--- src/hdl/uart_pair_pkg.sv ---
// How it works
// RULE_01: two independent ports, each its own lines
// RULE_02: per-port polling or interrupt mode select
// RULE_03: bit rate programmable, 2.4 kbps to 2.4 Mbps
// RULE_04: start, eight data, optional parity, stop
// RULE_05: transmit bytes from buffer memory, serially
// RULE_06: received bytes stored into buffer memory
// RULE_07: only port two uses flow control
// RULE_08: port two drives request low when ready
// RULE_09: request high when receive full or disabled
// RULE_10: port two starts a character only when cleared
// RULE_11: peer raises its request only when ready
// RULE_12: parity generated on send, checked on receive
package uart_pair_pkg;

	localparam int CLK_HZ    = 40_000_000;
	localparam int BAUD_MIN  = 2_400;
	localparam int BAUD_MAX  = 2_400_000;
	localparam int BAUD_DEF  = 115_200;
	// longest bit period rounds down, shortest rounds up
	localparam int DIV_MAX   = CLK_HZ / BAUD_MIN;
	localparam int DIV_MIN   = (CLK_HZ + BAUD_MAX - 1) / BAUD_MAX;
	localparam int DIV_RESET = CLK_HZ / BAUD_DEF;
	localparam int BUF_DEPTH = 8;

	localparam logic [2:0] HSIZE_WORD = 3'h2;

	// register offsets within one port's window
	localparam logic [4:0] OFF_CTRL   = 5'h00;
	localparam logic [4:0] OFF_DIV    = 5'h04;
	localparam logic [4:0] OFF_TXDATA = 5'h08;
	localparam logic [4:0] OFF_RXDATA = 5'h0C;
	localparam logic [4:0] OFF_STATUS = 5'h10;
	localparam logic [4:0] OFF_IST    = 5'h14;
	localparam logic [4:0] OFF_IMASK  = 5'h18;
	localparam int         PORT_BIT   = 5;

	// control fields
	localparam int CTRL_EN       = 0;
	localparam int CTRL_PAR_EN   = 1;
	localparam int CTRL_PAR_ODD  = 2;
	localparam int CTRL_IRQ_MODE = 3;

	// status fields
	localparam int ST_TX_EMPTY = 0;
	localparam int ST_TX_FULL  = 1;
	localparam int ST_RX_EMPTY = 2;
	localparam int ST_RX_FULL  = 3;
	localparam int ST_TX_BUSY  = 4;
	localparam int ST_RX_BUSY  = 5;

	// event bits, shared by status and mask
	localparam int EV_WIDTH   = 5;
	localparam int EV_TX_DONE = 0;
	localparam int EV_RX_RDY  = 1;
	localparam int EV_PAR_ERR = 2;
	localparam int EV_FRM_ERR = 3;
	localparam int EV_OVERRUN = 4;

	typedef enum logic [1:0] {TX_IDLE, TX_START, TX_DATA, TX_PAR_STOP} tx_state_t;
	typedef enum logic [2:0] {RX_IDLE, RX_START, RX_DATA, RX_PAR, RX_STOP} rx_state_t;

endpackage

--- src/hdl/dual_uart_with_flow_control.sv ---
`timescale 1ns/10ps
module dual_uart_with_flow_control import uart_pair_pkg::*; #(
	parameter int DEPTH     = BUF_DEPTH,
	parameter int DIV_LIMIT = DIV_MAX
) (
	input  wire logic        clock,
	input  wire logic        sys_rst,
	input  wire logic        hsel,
	input  wire logic [31:0] haddr,
	input  wire logic [1:0]  htrans,
	input  wire logic        hwrite,
	input  wire logic [2:0]  hsize,
	input  wire logic [31:0] hwdata,
	input  wire logic        hready,
	output logic             hreadyout,
	output logic             hresp,
	output logic [31:0]      hrdata,
	output logic             irq,
	output logic             serial_tx_line_one,
	input  wire logic        serial_rx_line_one,
	output logic             serial_tx_line_two,
	input  wire logic        serial_rx_line_two,
	output logic             port_two_request_to_send_n,
	input  wire logic        port_two_clear_to_send_n
);

	localparam int PW = $clog2(DEPTH);
	localparam logic [15:0] DIV_LO = 16'(DIV_MIN);
	localparam logic [15:0] DIV_HI = 16'(DIV_LIMIT);

	generate
		if (DEPTH < 2 || (DEPTH & (DEPTH - 1)) != 0 || DIV_LIMIT > 65535 ||
			DIV_LIMIT < DIV_MIN) begin : g_bad_param
			$error("unsupported DEPTH or DIV_LIMIT");
		end
	endgenerate

	typedef struct packed {
		logic                  en;
		logic                  par_en;
		logic                  par_odd;
		logic                  irq_mode;
		logic [15:0]           div;
		logic [EV_WIDTH-1:0]   ist;
		logic [EV_WIDTH-1:0]   imask;
		logic [DEPTH-1:0][7:0] txb;
		logic [DEPTH-1:0][7:0] rxb;
		logic [PW:0]           tx_wr;
		logic [PW:0]           tx_rd;
		logic [PW:0]           rx_wr;
		logic [PW:0]           rx_rd;
		tx_state_t             txs;
		logic [15:0]           txc;
		logic [2:0]            txi;
		logic [7:0]            txsh;
		logic                  tx_line;
		rx_state_t             rxs;
		logic [15:0]           rxc;
		logic [2:0]            rxi;
		logic [7:0]            rxsh;
		logic                  rxpar;
		logic [1:0]            rx_sync;
	} port_t;

	typedef struct packed {
		port_t [1:0] p;
		logic [1:0]  cts_sync;
		logic        rts_n;
		logic        wr_pend;
		logic [7:0]  wr_addr;
		logic [31:0] rdata;
		logic        irq;
	} state_t;

	state_t s;
	state_t n;

	logic [1:0] tx_full;
	logic [1:0] tx_empty;
	logic [1:0] rx_full;
	logic [1:0] rx_empty;
	logic [1:0] rx_in;
	logic       acc;

	function automatic logic buf_full(input logic [PW:0] wr, input logic [PW:0] rd);
		return (wr[PW] != rd[PW]) && (wr[PW-1:0] == rd[PW-1:0]);
	endfunction

	// offsets above the port windows read zero and ignore writes
	function automatic logic reg_hit(input logic [7:0] a);
		return a[7:6] == 2'b00 && a[1:0] == 2'b00 && a[4:0] <= OFF_IMASK;
	endfunction

	function automatic logic parity_of(input logic [7:0] d, input logic odd);
		return (^d) ^ odd;
	endfunction

	assign rx_in = {serial_rx_line_two, serial_rx_line_one};
	assign acc   = hsel && hready && htrans[1];

	// RULE_01 separate state per port
	generate
		for (genvar g = 0; g < 2; g++) begin : g_flags
			assign tx_full[g]  = buf_full(s.p[g].tx_wr, s.p[g].tx_rd);
			assign tx_empty[g] = s.p[g].tx_wr == s.p[g].tx_rd;
			assign rx_full[g]  = buf_full(s.p[g].rx_wr, s.p[g].rx_rd);
			assign rx_empty[g] = s.p[g].rx_wr == s.p[g].rx_rd;
		end
	endgenerate

	always_comb begin
		logic [EV_WIDTH-1:0] set;
		logic [EV_WIDTH-1:0] clr;
		logic                bit_end;
		logic                rxb_now;
		set     = '0;
		clr     = '0;
		bit_end = 1'b0;
		rxb_now = 1'b0;
		n = s;
		n.wr_pend  = acc && hwrite && hsize == HSIZE_WORD;
		n.wr_addr  = haddr[7:0];
		n.rdata    = '0;
		n.irq      = 1'b0;
		n.cts_sync = {s.cts_sync[0], port_two_clear_to_send_n};
		// RULE_08 request low while able to accept
		// RULE_09 request high when full or disabled
		n.rts_n    = !(s.p[1].en && !rx_full[1]);
		for (int i = 0; i < 2; i++) begin
			set = '0;
			clr = '0;
			n.p[i].rx_sync = {s.p[i].rx_sync[0], rx_in[i]};
			rxb_now = s.p[i].rx_sync[1];

			// reads act in the address phase so a pop lines up with its data
			if (acc && !hwrite && reg_hit(haddr[7:0]) && haddr[PORT_BIT] == 1'(i)) begin
				unique case (haddr[4:0])
					OFF_CTRL: begin
						n.rdata[CTRL_EN]       = s.p[i].en;
						n.rdata[CTRL_PAR_EN]   = s.p[i].par_en;
						n.rdata[CTRL_PAR_ODD]  = s.p[i].par_odd;
						n.rdata[CTRL_IRQ_MODE] = s.p[i].irq_mode;
					end
					OFF_DIV: n.rdata[15:0] = s.p[i].div;
					OFF_RXDATA: begin
						if (!rx_empty[i]) begin
							n.rdata[7:0]  = s.p[i].rxb[s.p[i].rx_rd[PW-1:0]];
							n.p[i].rx_rd  = (PW+1)'(s.p[i].rx_rd + 1'b1);
						end
					end
					OFF_STATUS: begin
						n.rdata[ST_TX_EMPTY] = tx_empty[i];
						n.rdata[ST_TX_FULL]  = tx_full[i];
						n.rdata[ST_RX_EMPTY] = rx_empty[i];
						n.rdata[ST_RX_FULL]  = rx_full[i];
						n.rdata[ST_TX_BUSY]  = s.p[i].txs != TX_IDLE;
						n.rdata[ST_RX_BUSY]  = s.p[i].rxs != RX_IDLE;
					end
					OFF_IST:   n.rdata[EV_WIDTH-1:0] = s.p[i].ist;
					OFF_IMASK: n.rdata[EV_WIDTH-1:0] = s.p[i].imask;
					default: ;
				endcase
			end

			// writes act in the data phase, when hwdata stands
			if (s.wr_pend && reg_hit(s.wr_addr) && s.wr_addr[PORT_BIT] == 1'(i)) begin
				unique case (s.wr_addr[4:0])
					OFF_CTRL: begin
						n.p[i].en       = hwdata[CTRL_EN];
						n.p[i].par_en   = hwdata[CTRL_PAR_EN];
						n.p[i].par_odd  = hwdata[CTRL_PAR_ODD];
						// RULE_02 polling or interrupt
						n.p[i].irq_mode = hwdata[CTRL_IRQ_MODE];
					end
					// RULE_03 clamp to legal range
					OFF_DIV: begin
						if (hwdata[15:0] < DIV_LO)
							n.p[i].div = DIV_LO;
						else if (hwdata[15:0] > DIV_HI)
							n.p[i].div = DIV_HI;
						else
							n.p[i].div = hwdata[15:0];
					end
					// a write to a full buffer is dropped
					OFF_TXDATA: begin
						if (!tx_full[i]) begin
							n.p[i].txb[s.p[i].tx_wr[PW-1:0]] = hwdata[7:0];
							n.p[i].tx_wr = (PW+1)'(s.p[i].tx_wr + 1'b1);
						end
					end
					OFF_IST:   clr = hwdata[EV_WIDTH-1:0];
					OFF_IMASK: n.p[i].imask = hwdata[EV_WIDTH-1:0];
					default: ;
				endcase
			end

			// transmitter
			bit_end = s.p[i].txc == s.p[i].div - 16'h1;
			if (!s.p[i].en) begin
				n.p[i].txs     = TX_IDLE;
				n.p[i].tx_line = 1'b1;
			end else begin
				unique case (s.p[i].txs)
					TX_IDLE: begin
						n.p[i].tx_line = 1'b1;
						// RULE_07 port one ignores flow control
						// RULE_10 wait for clear-to-send low
						if (!tx_empty[i] && (i == 0 || !s.cts_sync[1])) begin
							// RULE_05 byte from buffer memory
							n.p[i].txsh    = s.p[i].txb[s.p[i].tx_rd[PW-1:0]];
							n.p[i].tx_rd   = (PW+1)'(s.p[i].tx_rd + 1'b1);
							n.p[i].txs     = TX_START;
							n.p[i].txc     = '0;
							// RULE_04 low start bit
							n.p[i].tx_line = 1'b0;
						end
					end
					TX_START: begin
						n.p[i].txc = bit_end ? 16'h0 : 16'(s.p[i].txc + 1'b1);
						if (bit_end) begin
							n.p[i].txs     = TX_DATA;
							n.p[i].txi     = '0;
							n.p[i].tx_line = s.p[i].txsh[0];
						end
					end
					TX_DATA: begin
						n.p[i].txc = bit_end ? 16'h0 : 16'(s.p[i].txc + 1'b1);
						if (bit_end) begin
							if (s.p[i].txi == 3'h7) begin
								n.p[i].txs = TX_PAR_STOP;
								// RULE_12 parity bit or stop bit
								n.p[i].tx_line = s.p[i].par_en ?
									parity_of(s.p[i].txsh, s.p[i].par_odd) : 1'b1;
							end else begin
								n.p[i].txi     = 3'(s.p[i].txi + 1'b1);
								n.p[i].tx_line = s.p[i].txsh[3'(s.p[i].txi + 1'b1)];
							end
						end
					end
					TX_PAR_STOP: begin
						n.p[i].txc = bit_end ? 16'h0 : 16'(s.p[i].txc + 1'b1);
						if (bit_end) begin
							// RULE_04 parity then one high stop bit
							if (s.p[i].par_en && s.p[i].txi == 3'h7) begin
								n.p[i].txi     = '0;
								n.p[i].tx_line = 1'b1;
							end else begin
								n.p[i].txs            = TX_IDLE;
								n.p[i].tx_line        = 1'b1;
								set[EV_TX_DONE]       = 1'b1;
							end
						end
					end
				endcase
			end

			// receiver
			bit_end = s.p[i].rxc == s.p[i].div - 16'h1;
			if (!s.p[i].en) begin
				n.p[i].rxs = RX_IDLE;
			end else begin
				unique case (s.p[i].rxs)
					RX_IDLE: begin
						if (!rxb_now) begin
							n.p[i].rxs = RX_START;
							n.p[i].rxc = '0;
						end
					end
					// sample mid start bit; a short glitch is not a start
					RX_START: begin
						n.p[i].rxc = 16'(s.p[i].rxc + 1'b1);
						if (s.p[i].rxc == (s.p[i].div >> 1)) begin
							n.p[i].rxc = '0;
							n.p[i].rxi = '0;
							n.p[i].rxs = rxb_now ? RX_IDLE : RX_DATA;
						end
					end
					RX_DATA: begin
						n.p[i].rxc = bit_end ? 16'h0 : 16'(s.p[i].rxc + 1'b1);
						if (bit_end) begin
							n.p[i].rxsh[s.p[i].rxi] = rxb_now;
							n.p[i].rxi              = 3'(s.p[i].rxi + 1'b1);
							if (s.p[i].rxi == 3'h7)
								n.p[i].rxs = s.p[i].par_en ? RX_PAR : RX_STOP;
						end
					end
					RX_PAR: begin
						n.p[i].rxc = bit_end ? 16'h0 : 16'(s.p[i].rxc + 1'b1);
						if (bit_end) begin
							n.p[i].rxpar = rxb_now;
							n.p[i].rxs   = RX_STOP;
						end
					end
					RX_STOP: begin
						n.p[i].rxc = bit_end ? 16'h0 : 16'(s.p[i].rxc + 1'b1);
						if (bit_end) begin
							n.p[i].rxs = RX_IDLE;
							if (!rxb_now) begin
								set[EV_FRM_ERR] = 1'b1;
							end else if (rx_full[i]) begin
								set[EV_OVERRUN] = 1'b1;
							end else begin
								// RULE_06 store byte in buffer memory
								n.p[i].rxb[s.p[i].rx_wr[PW-1:0]] = s.p[i].rxsh;
								n.p[i].rx_wr = (PW+1)'(s.p[i].rx_wr + 1'b1);
								set[EV_RX_RDY] = 1'b1;
								// RULE_12 parity check on receive
								if (s.p[i].par_en &&
									s.p[i].rxpar != parity_of(s.p[i].rxsh, s.p[i].par_odd))
									set[EV_PAR_ERR] = 1'b1;
							end
						end
					end
					default: n.p[i].rxs = RX_IDLE;
				endcase
			end

			// a new event beats a clear in the same cycle
			n.p[i].ist = (s.p[i].ist & ~clr) | set;
			// RULE_02 only interrupt mode raises the line
			if (s.p[i].irq_mode && |(s.p[i].ist & s.p[i].imask))
				n.irq = 1'b1;
		end
	end

	always_ff @(posedge clock) begin
		if (sys_rst) begin
			s <= '0;
			s.rts_n <= 1'b1;
			s.cts_sync <= 2'b11;
			for (int i = 0; i < 2; i++) begin
				s.p[i].div     <= 16'(DIV_RESET);
				s.p[i].tx_line <= 1'b1;
				s.p[i].rx_sync <= 2'b11;
			end
		end else begin
			s <= n;
		end
	end

	assign hreadyout                  = 1'b1;
	assign hresp                      = 1'b0;
	assign hrdata                     = s.rdata;
	assign irq                        = s.irq;
	assign serial_tx_line_one         = s.p[0].tx_line;
	assign serial_tx_line_two         = s.p[1].tx_line;
	assign port_two_request_to_send_n = s.rts_n;
endmodule // dual_uart_with_flow_control

--- config.mk ---
export PLATFORM = sky130hd
export DESIGN_NAME = dual_uart_with_flow_control
export DESIGN_NICKNAME = d
export VERILOG_FILES = /design/src/hdl/uart_pair_pkg.sv /design/src/hdl/dual_uart_with_flow_control.sv
export SDC_FILE = /design/constraint.sdc
export NUM_CORES = 1
export LEC_CHECK = 0
export BUFFER_PORTS_ARGS = -buffer_cell sky130_fd_sc_hd__buf_2
export CAP_MARGIN = 20
export CELL_PAD_IN_SITES_DETAIL_PLACEMENT = 1
export CELL_PAD_IN_SITES_GLOBAL_PLACEMENT = 1
export CORE_MARGIN = 5
export CORE_UTILIZATION = 48
export CTS_CLUSTER_SIZE = 25
export DETAILED_ROUTE_END_ITERATION = 12
export PLACE_DENSITY_LB_ADDON = 0.12
export SYNTH_ARGS = -nofsm -noshare
export SYNTH_HDL_FRONTEND = slang
export SYNTH_SLANG_ARGS = --single-unit
--- constraint.sdc ---
create_clock -name clock -period 5.1 [get_ports clock]
set_clock_uncertainty 0.1 [all_clocks]
set_input_delay 1.275 -clock clock [delete_from_list [all_inputs] [get_ports clock]]
set_output_delay 1.275 -clock clock [all_outputs]
set_load 0.005 [all_outputs]
Yosys cells after proc, flatten, opt, wreduce, memory -nomap -nowiden

Index checks and enable logic that the tools add are counted.

Add/subtract/negate cells: 18
Magnitude comparators: 22
Eq/ne operators: 76
Mux-type cells: 145
Bitwise gates (word level): 23
Reductions and logical operators: 100

Operators by type and width:

| cell                  | number |
|---|---|
| $bwmux 64             | 4 |
| $pmux 18 s4           | 2 |
| $mux 16               | 8 |
| $bmux 8 s3            | 4 |
| $demux 8 s3           | 4 |
| $mux 8                | 12 |
| $pmux 16 s3           | 2 |
| $add 16x1->16 const B | 4 |
| $eq 16x16->1          | 4 |
| $mux 3                | 20 |
| $ne 2x2->1 const B    | 28 |
| $lt 3x4->1 const B    | 12 |
| $pmux 4 s6            | 2 |
| $mux 22               | 2 |
| $reduce_and 3->1      | 14 |
| $mux 19               | 2 |
| $mux 18               | 2 |
| $logic_and 1x1->1     | 33 |
| $add 4x1->4 const B   | 8 |
| $eq 16x15->1          | 2 |
| $mux 1                | 32 |
| $mux 2                | 16 |
| $reduce_xor 8->1      | 4 |
| $sub 16x1->16 const B | 2 |
| 49 further kinds      | 161 |

Register bits after elaboration: 519
Input bits: 77
Output and inout bits: 38

Depth between registers and ports, before layout

Depth in word-level cells: 11
Depth in mapped cells: 14
Depth with buffers taken out: 11

Least setup slack after synthesis

OpenSTA, ideal clock, no wires.

Path kind: register to register
From: register s[262] in the netlist's numbering
To: register s[48] in the netlist's numbering
Library setup time: 128 ps
Data arrival time: 3492 ps
Slack: 1380 ps
Cell stages (with the launch flop): 14
Buffers on the path: 2
Period minus slack after synthesis: 3720 ps
Cells stage by stage: dfxtp_1 buf_4 inv_1 ha_1 or3b_2 nor4_1 xor3_1 nor4b_1 o2111ai_1 or4_1 clkbuf_1 nor4_1 mux2i_1 nor2_1

Cells in the longest elaborated chain, start to end: 3

RTL lines:

| item                       | RTL line                           | text |
|---|---|---|
| from (decl)                | dual_uart_with_flow_control.sv:75  | `state_t s;` |
| from (signal assigned)     | dual_uart_with_flow_control.sv:337 | `s <= n;` |
| $sub 16x1->16              | dual_uart_with_flow_control.sv:258 | `bit_end = s.p[i].rxc == s.p[i].div - 16'h1;` |
| $eq 16x16->1               | dual_uart_with_flow_control.sv:258 |  |
| $reduce_and 3->1 (no line) | n/a                                |  |

Every way passes these cells.
A chain may end at the register's enable or synchronous reset.

Final worst setup path

From: register s[500] in the netlist's numbering
To: register s[393] in the netlist's numbering

Cells in the longest elaborated chain, start to end: 3

RTL lines:

| item                       | RTL line |
|---|---|
| $sub 16x1->16              | dual_uart_with_flow_control.sv:258 |
| $eq 16x16->1               | dual_uart_with_flow_control.sv:258 |
| $reduce_and 5->1 (no line) | n/a |

Every way passes these cells.

==> out/summary.log <==
qor: critical_path.cp-start-kind flop
qor: routing.routed_via_density 5.94
qor: place.placement.io_buffers 55
qor: timing.finalSetupTns 0 ns
qor: timing.max_clock_freq 0.223 GHz
qor: synthesis.synth_ff_type dfxtp_1
qor: place.gp_congestion 0.891
qor: place.post-dp-hpwl 53200 um
qor: critical_path.cp_top_family simple AND/OR/NAND/NOR gates
qor: global_routing.initial_antenna_violation_count 3
qor: synthesis.synth_edf_count 0
qor: clock_tree.clock_insertion_delay_worst_skew 0.64 ns
qor: synthesis.synthCells 2896
qor: synthesis.synth.cell_area 0.0257 mm2
qor: layout.utilization 53.4%
qor: critical_path.crit_arrival 4.87 ns
qor: layout.fin_nets 2920
qor: global_routing.global_route.overflow_total 0
qor: clock_tree.postCtsResizedCells 0
qor: layout.seqCellArea 0.0101 mm2
qor: timing.grt_setup_unrepaired false
qor: critical_path.cp_data_required_time 5.48 ns
qor: layout.fillers 6049
qor: power_and_ir_drop.cellLeakagePower 10.5 nW
qor: hold_path.hold_class flop to flop
qor: flow_run.max_cap_violations 0
qor: floorplanning.placementRows 84
qor: critical_path.cp.buffers_inverters 2
qor: critical_path.timing.critical_path.slowest_cell_delay 0.63 ns
qor: routing.dr_total_vias 21094
qor: place.placement.setup.worst_slack 0.659 ns
qor: critical_path.critPathKind flop to flop
qor: global_routing.grt_usage 25.3%
qor: synthesis.share_of_synthesized_area_occupied_by_flip_flops_and_latches 39.1%
qor: routing.routed_wirelength 76600 um
qor: synthesis.async_reset_ff_share 0%
qor: floorplanning.coreArea 0.0529 mm2
qor: critical_path.crit_path_end_kind flop
qor: clock_tree.cts_tree done
qor: synthesis.synth-seq-cells 503
qor: routing.route.detailed.wl_per_inst 21.6 um
qor: synthesis.netlist-cell-type-count 84
qor: clock_tree.clockBufferDepth 3
qor: floorplanning.fp.dieH 242 um
qor: clock_tree.cts.repair_timing.setup_buffer_count 0
qor: global_routing.grt_first_pass_wirelength 122000 um
qor: timing.layout_setup_ws 0.607 ns
qor: timing.final_min_period_over_clock_period 88.1%
qor: global_routing.largest_net_degree_at_the_start_of_global_routing 255
qor: floorplanning.io_pins 115
qor: timing.min_period 4.49 ns
qor: timing.hold_slack 0.310 ns
qor: routing.first_pass_iters 6
qor: synthesis.syn_avg_cell_area 8.89 um2
qor: clock_tree.h-tree-depth 2
qor: routing.drcViolationCount 0
qor: clock_tree.cts_inserted_buffers 56
qor: status.outcome finished, final reports clean
qor: timing.slew_violations 0
qor: power_and_ir_drop.cell_area_power_density 298 mW/mm2
qor: clock_tree.clkSinkCount 503
qor: critical_path.crit_chain inv_1, ha_1, or3b_2, nor4_2, o21ai_0, a2111oi_2, and2_1, nand4b_2, nor4_4, buf_4, mux2i_1, nor2_1
qor: synthesis.synth-warning-count 0
qor: floorplanning.area_of_the_die 0.0584 mm2
qor: routing.routed_antenna_nets 0
qor: clock_tree.clk_root_buffer_cell clkbuf_16
qor: timing.finalHoldViolations 0
qor: timing.worst_pin_slew 1.24 ns
qor: layout.area_delta_synth_final 9.66%
qor: routing.detail_route.iter0.violations 1773
qor: layout.final_layout_size_suffix_gt1_share 11.2%
qor: global_routing.first_global_vias 21587
qor: floorplanning.floorplan.die.width 242 um
qor: clock_tree.cts-hold-fix-buffers 0
qor: clock_tree.clk_pin_slew 0.06 ns
qor: power_and_ir_drop.ir_worst_vdd 0.000302 V
qor: floorplanning.floorplan.initialDensity 48.7%
qor: layout.multiInputGateArea 0.0145 mm2
qor: critical_path.cp_slowest_cell nor4_4
qor: timing.max_slew_margin 16.9%
qor: timing.setup-violations-final 0
qor: critical_path.cp_max_fo 7
[registers in the layout, summed over array words and instances, names as in the netlist]
register / flops
hrdata: 16
irq: 1
n: 3
port_two_request_to_send_n: 1
s: 480
serial_tx_line_one: 1
serial_tx_line_two: 1
[through the flow]
stage	power, mW	instance area, um2	std cells
finish	8.41	28200	3551
detailed placement	4.20	26200	3441
CTS	8.48	28200	3545
global placement	4.19	26200	3441
floorplan	4.14	25800	2912
global route	8.68	28200	3547
[kinds of logic (layout without fill, tap and decap cells)]
kind of cell / Yosys count / count (layout) / synth area share (%)
AO/OA/AOI/OAI: 425 / 425 / 10.4
flip-flops: 503 / 503 / 39.1
multiplexers: 328 / 328 / 16.1
adder cells (fa/ha/maj): 30 / 30 / 1.46
buffers and inverters: 301 / 248 / 4.98
other: 2 / 22 / 0.0292
XOR/XNOR: 206 / 206 / 7.39
AND/OR/NAND/NOR: 1101 / 1101 / 20.5
[cell usage after synthesis, drive strengths merged (30+ instances only)]
master | count | share of area (%)
nand3 | 99 | 1.9
buf | 70 | 1.6
nand4 | 36 | 0.95
a211oi | 37 | 1.1
xor2 | 83 | 2.8
xnor2 | 116 | 3.9
mux4 | 68 | 6.0
nor3 | 41 | 0.86
nor2 | 396 | 5.8
mux2i | 255 | 9.9
o21ai | 91 | 1.8
and3 | 45 | 1.1
dfxtp | 503 | 39
ha | 30 | 1.5
clkbuf | 196 | 2.9
inv | 34 | 0.50
nand2 | 289 | 4.2
a21oi | 155 | 3.0
[final timing paths]
| kind | from | end | slack, ns | depth (start not counted) |
|---|---|---|---|---|
| max | s[500] | s[393] | 0.61 | 12 |
| min | n[46] | s[46] | 0.31 | 1 |
| max reg2reg | s[500] | s[393] | 0.61 | 12 |
| min reg2reg | n[46] | s[46] | 0.31 | 1 |
[worst reg2reg max path: cells and delay by family (launching register included)]
family	cells	cell delay [ns]
muxes	1	0.20
and+or+nand+nor	6	2.30
DFF	1	0.46
adders and majority gates	1	0.22
buffers and inverters	2	0.37
AOI/OAI and AO/OA	2	0.70
[cell type report]
class	count	share of cell area, %
clock inverter	20	1.10
inverter	35	0.465
clock buffer	84	5.91
sequential	503	35.7
timing repair buffer	109	2.49
tap	688	3.05
antenna	4	0.0355
multi-input combinational	2108	51.3
[routing by layer]
| layer | part of all wire (%) | vias to the layer above | track usage, % | wire length, um |
|---|---|---|---|---|
| met1 | 46 | 10543 | 35.1 | 35100 |
| met3 | 5.2 | 128 | 4.13 | 4000 |
| met2 | 46 | 475 | 41.5 | 35600 |
| met4 | 2.5 | 2 | 6.75 | 1910 |
| li1 | - | 9946 | - | - |
| met5 | 0.010 | - | 0 | 8 |
[cells in the final DEF (no fill, tap or decap), types with 52 or more instances in the layout]
cell / synthesis / final
mux4_2: 68 / 68
mux2i_1: 255 / 255
buf_2: 15 / 54
xor2_1: 83 / 83
o21ai_0: 89 / 89
clkbuf_16: 0 / 57
a21oi_1: 155 / 155
buf_4: 35 / 52
xnor2_1: 116 / 116
nand2_1: 288 / 288
nand3_1: 99 / 99
nor2_1: 396 / 396
dfxtp_1: 503 / 503
[where the power goes]
part           internal [mW]  leakage, nW  switching [mW]
registers               3.93         4.05         0.00749
logic                 0.0343         5.47           0.137
clock network           2.57        0.958            1.73
(Power assumes the default switching activity.)
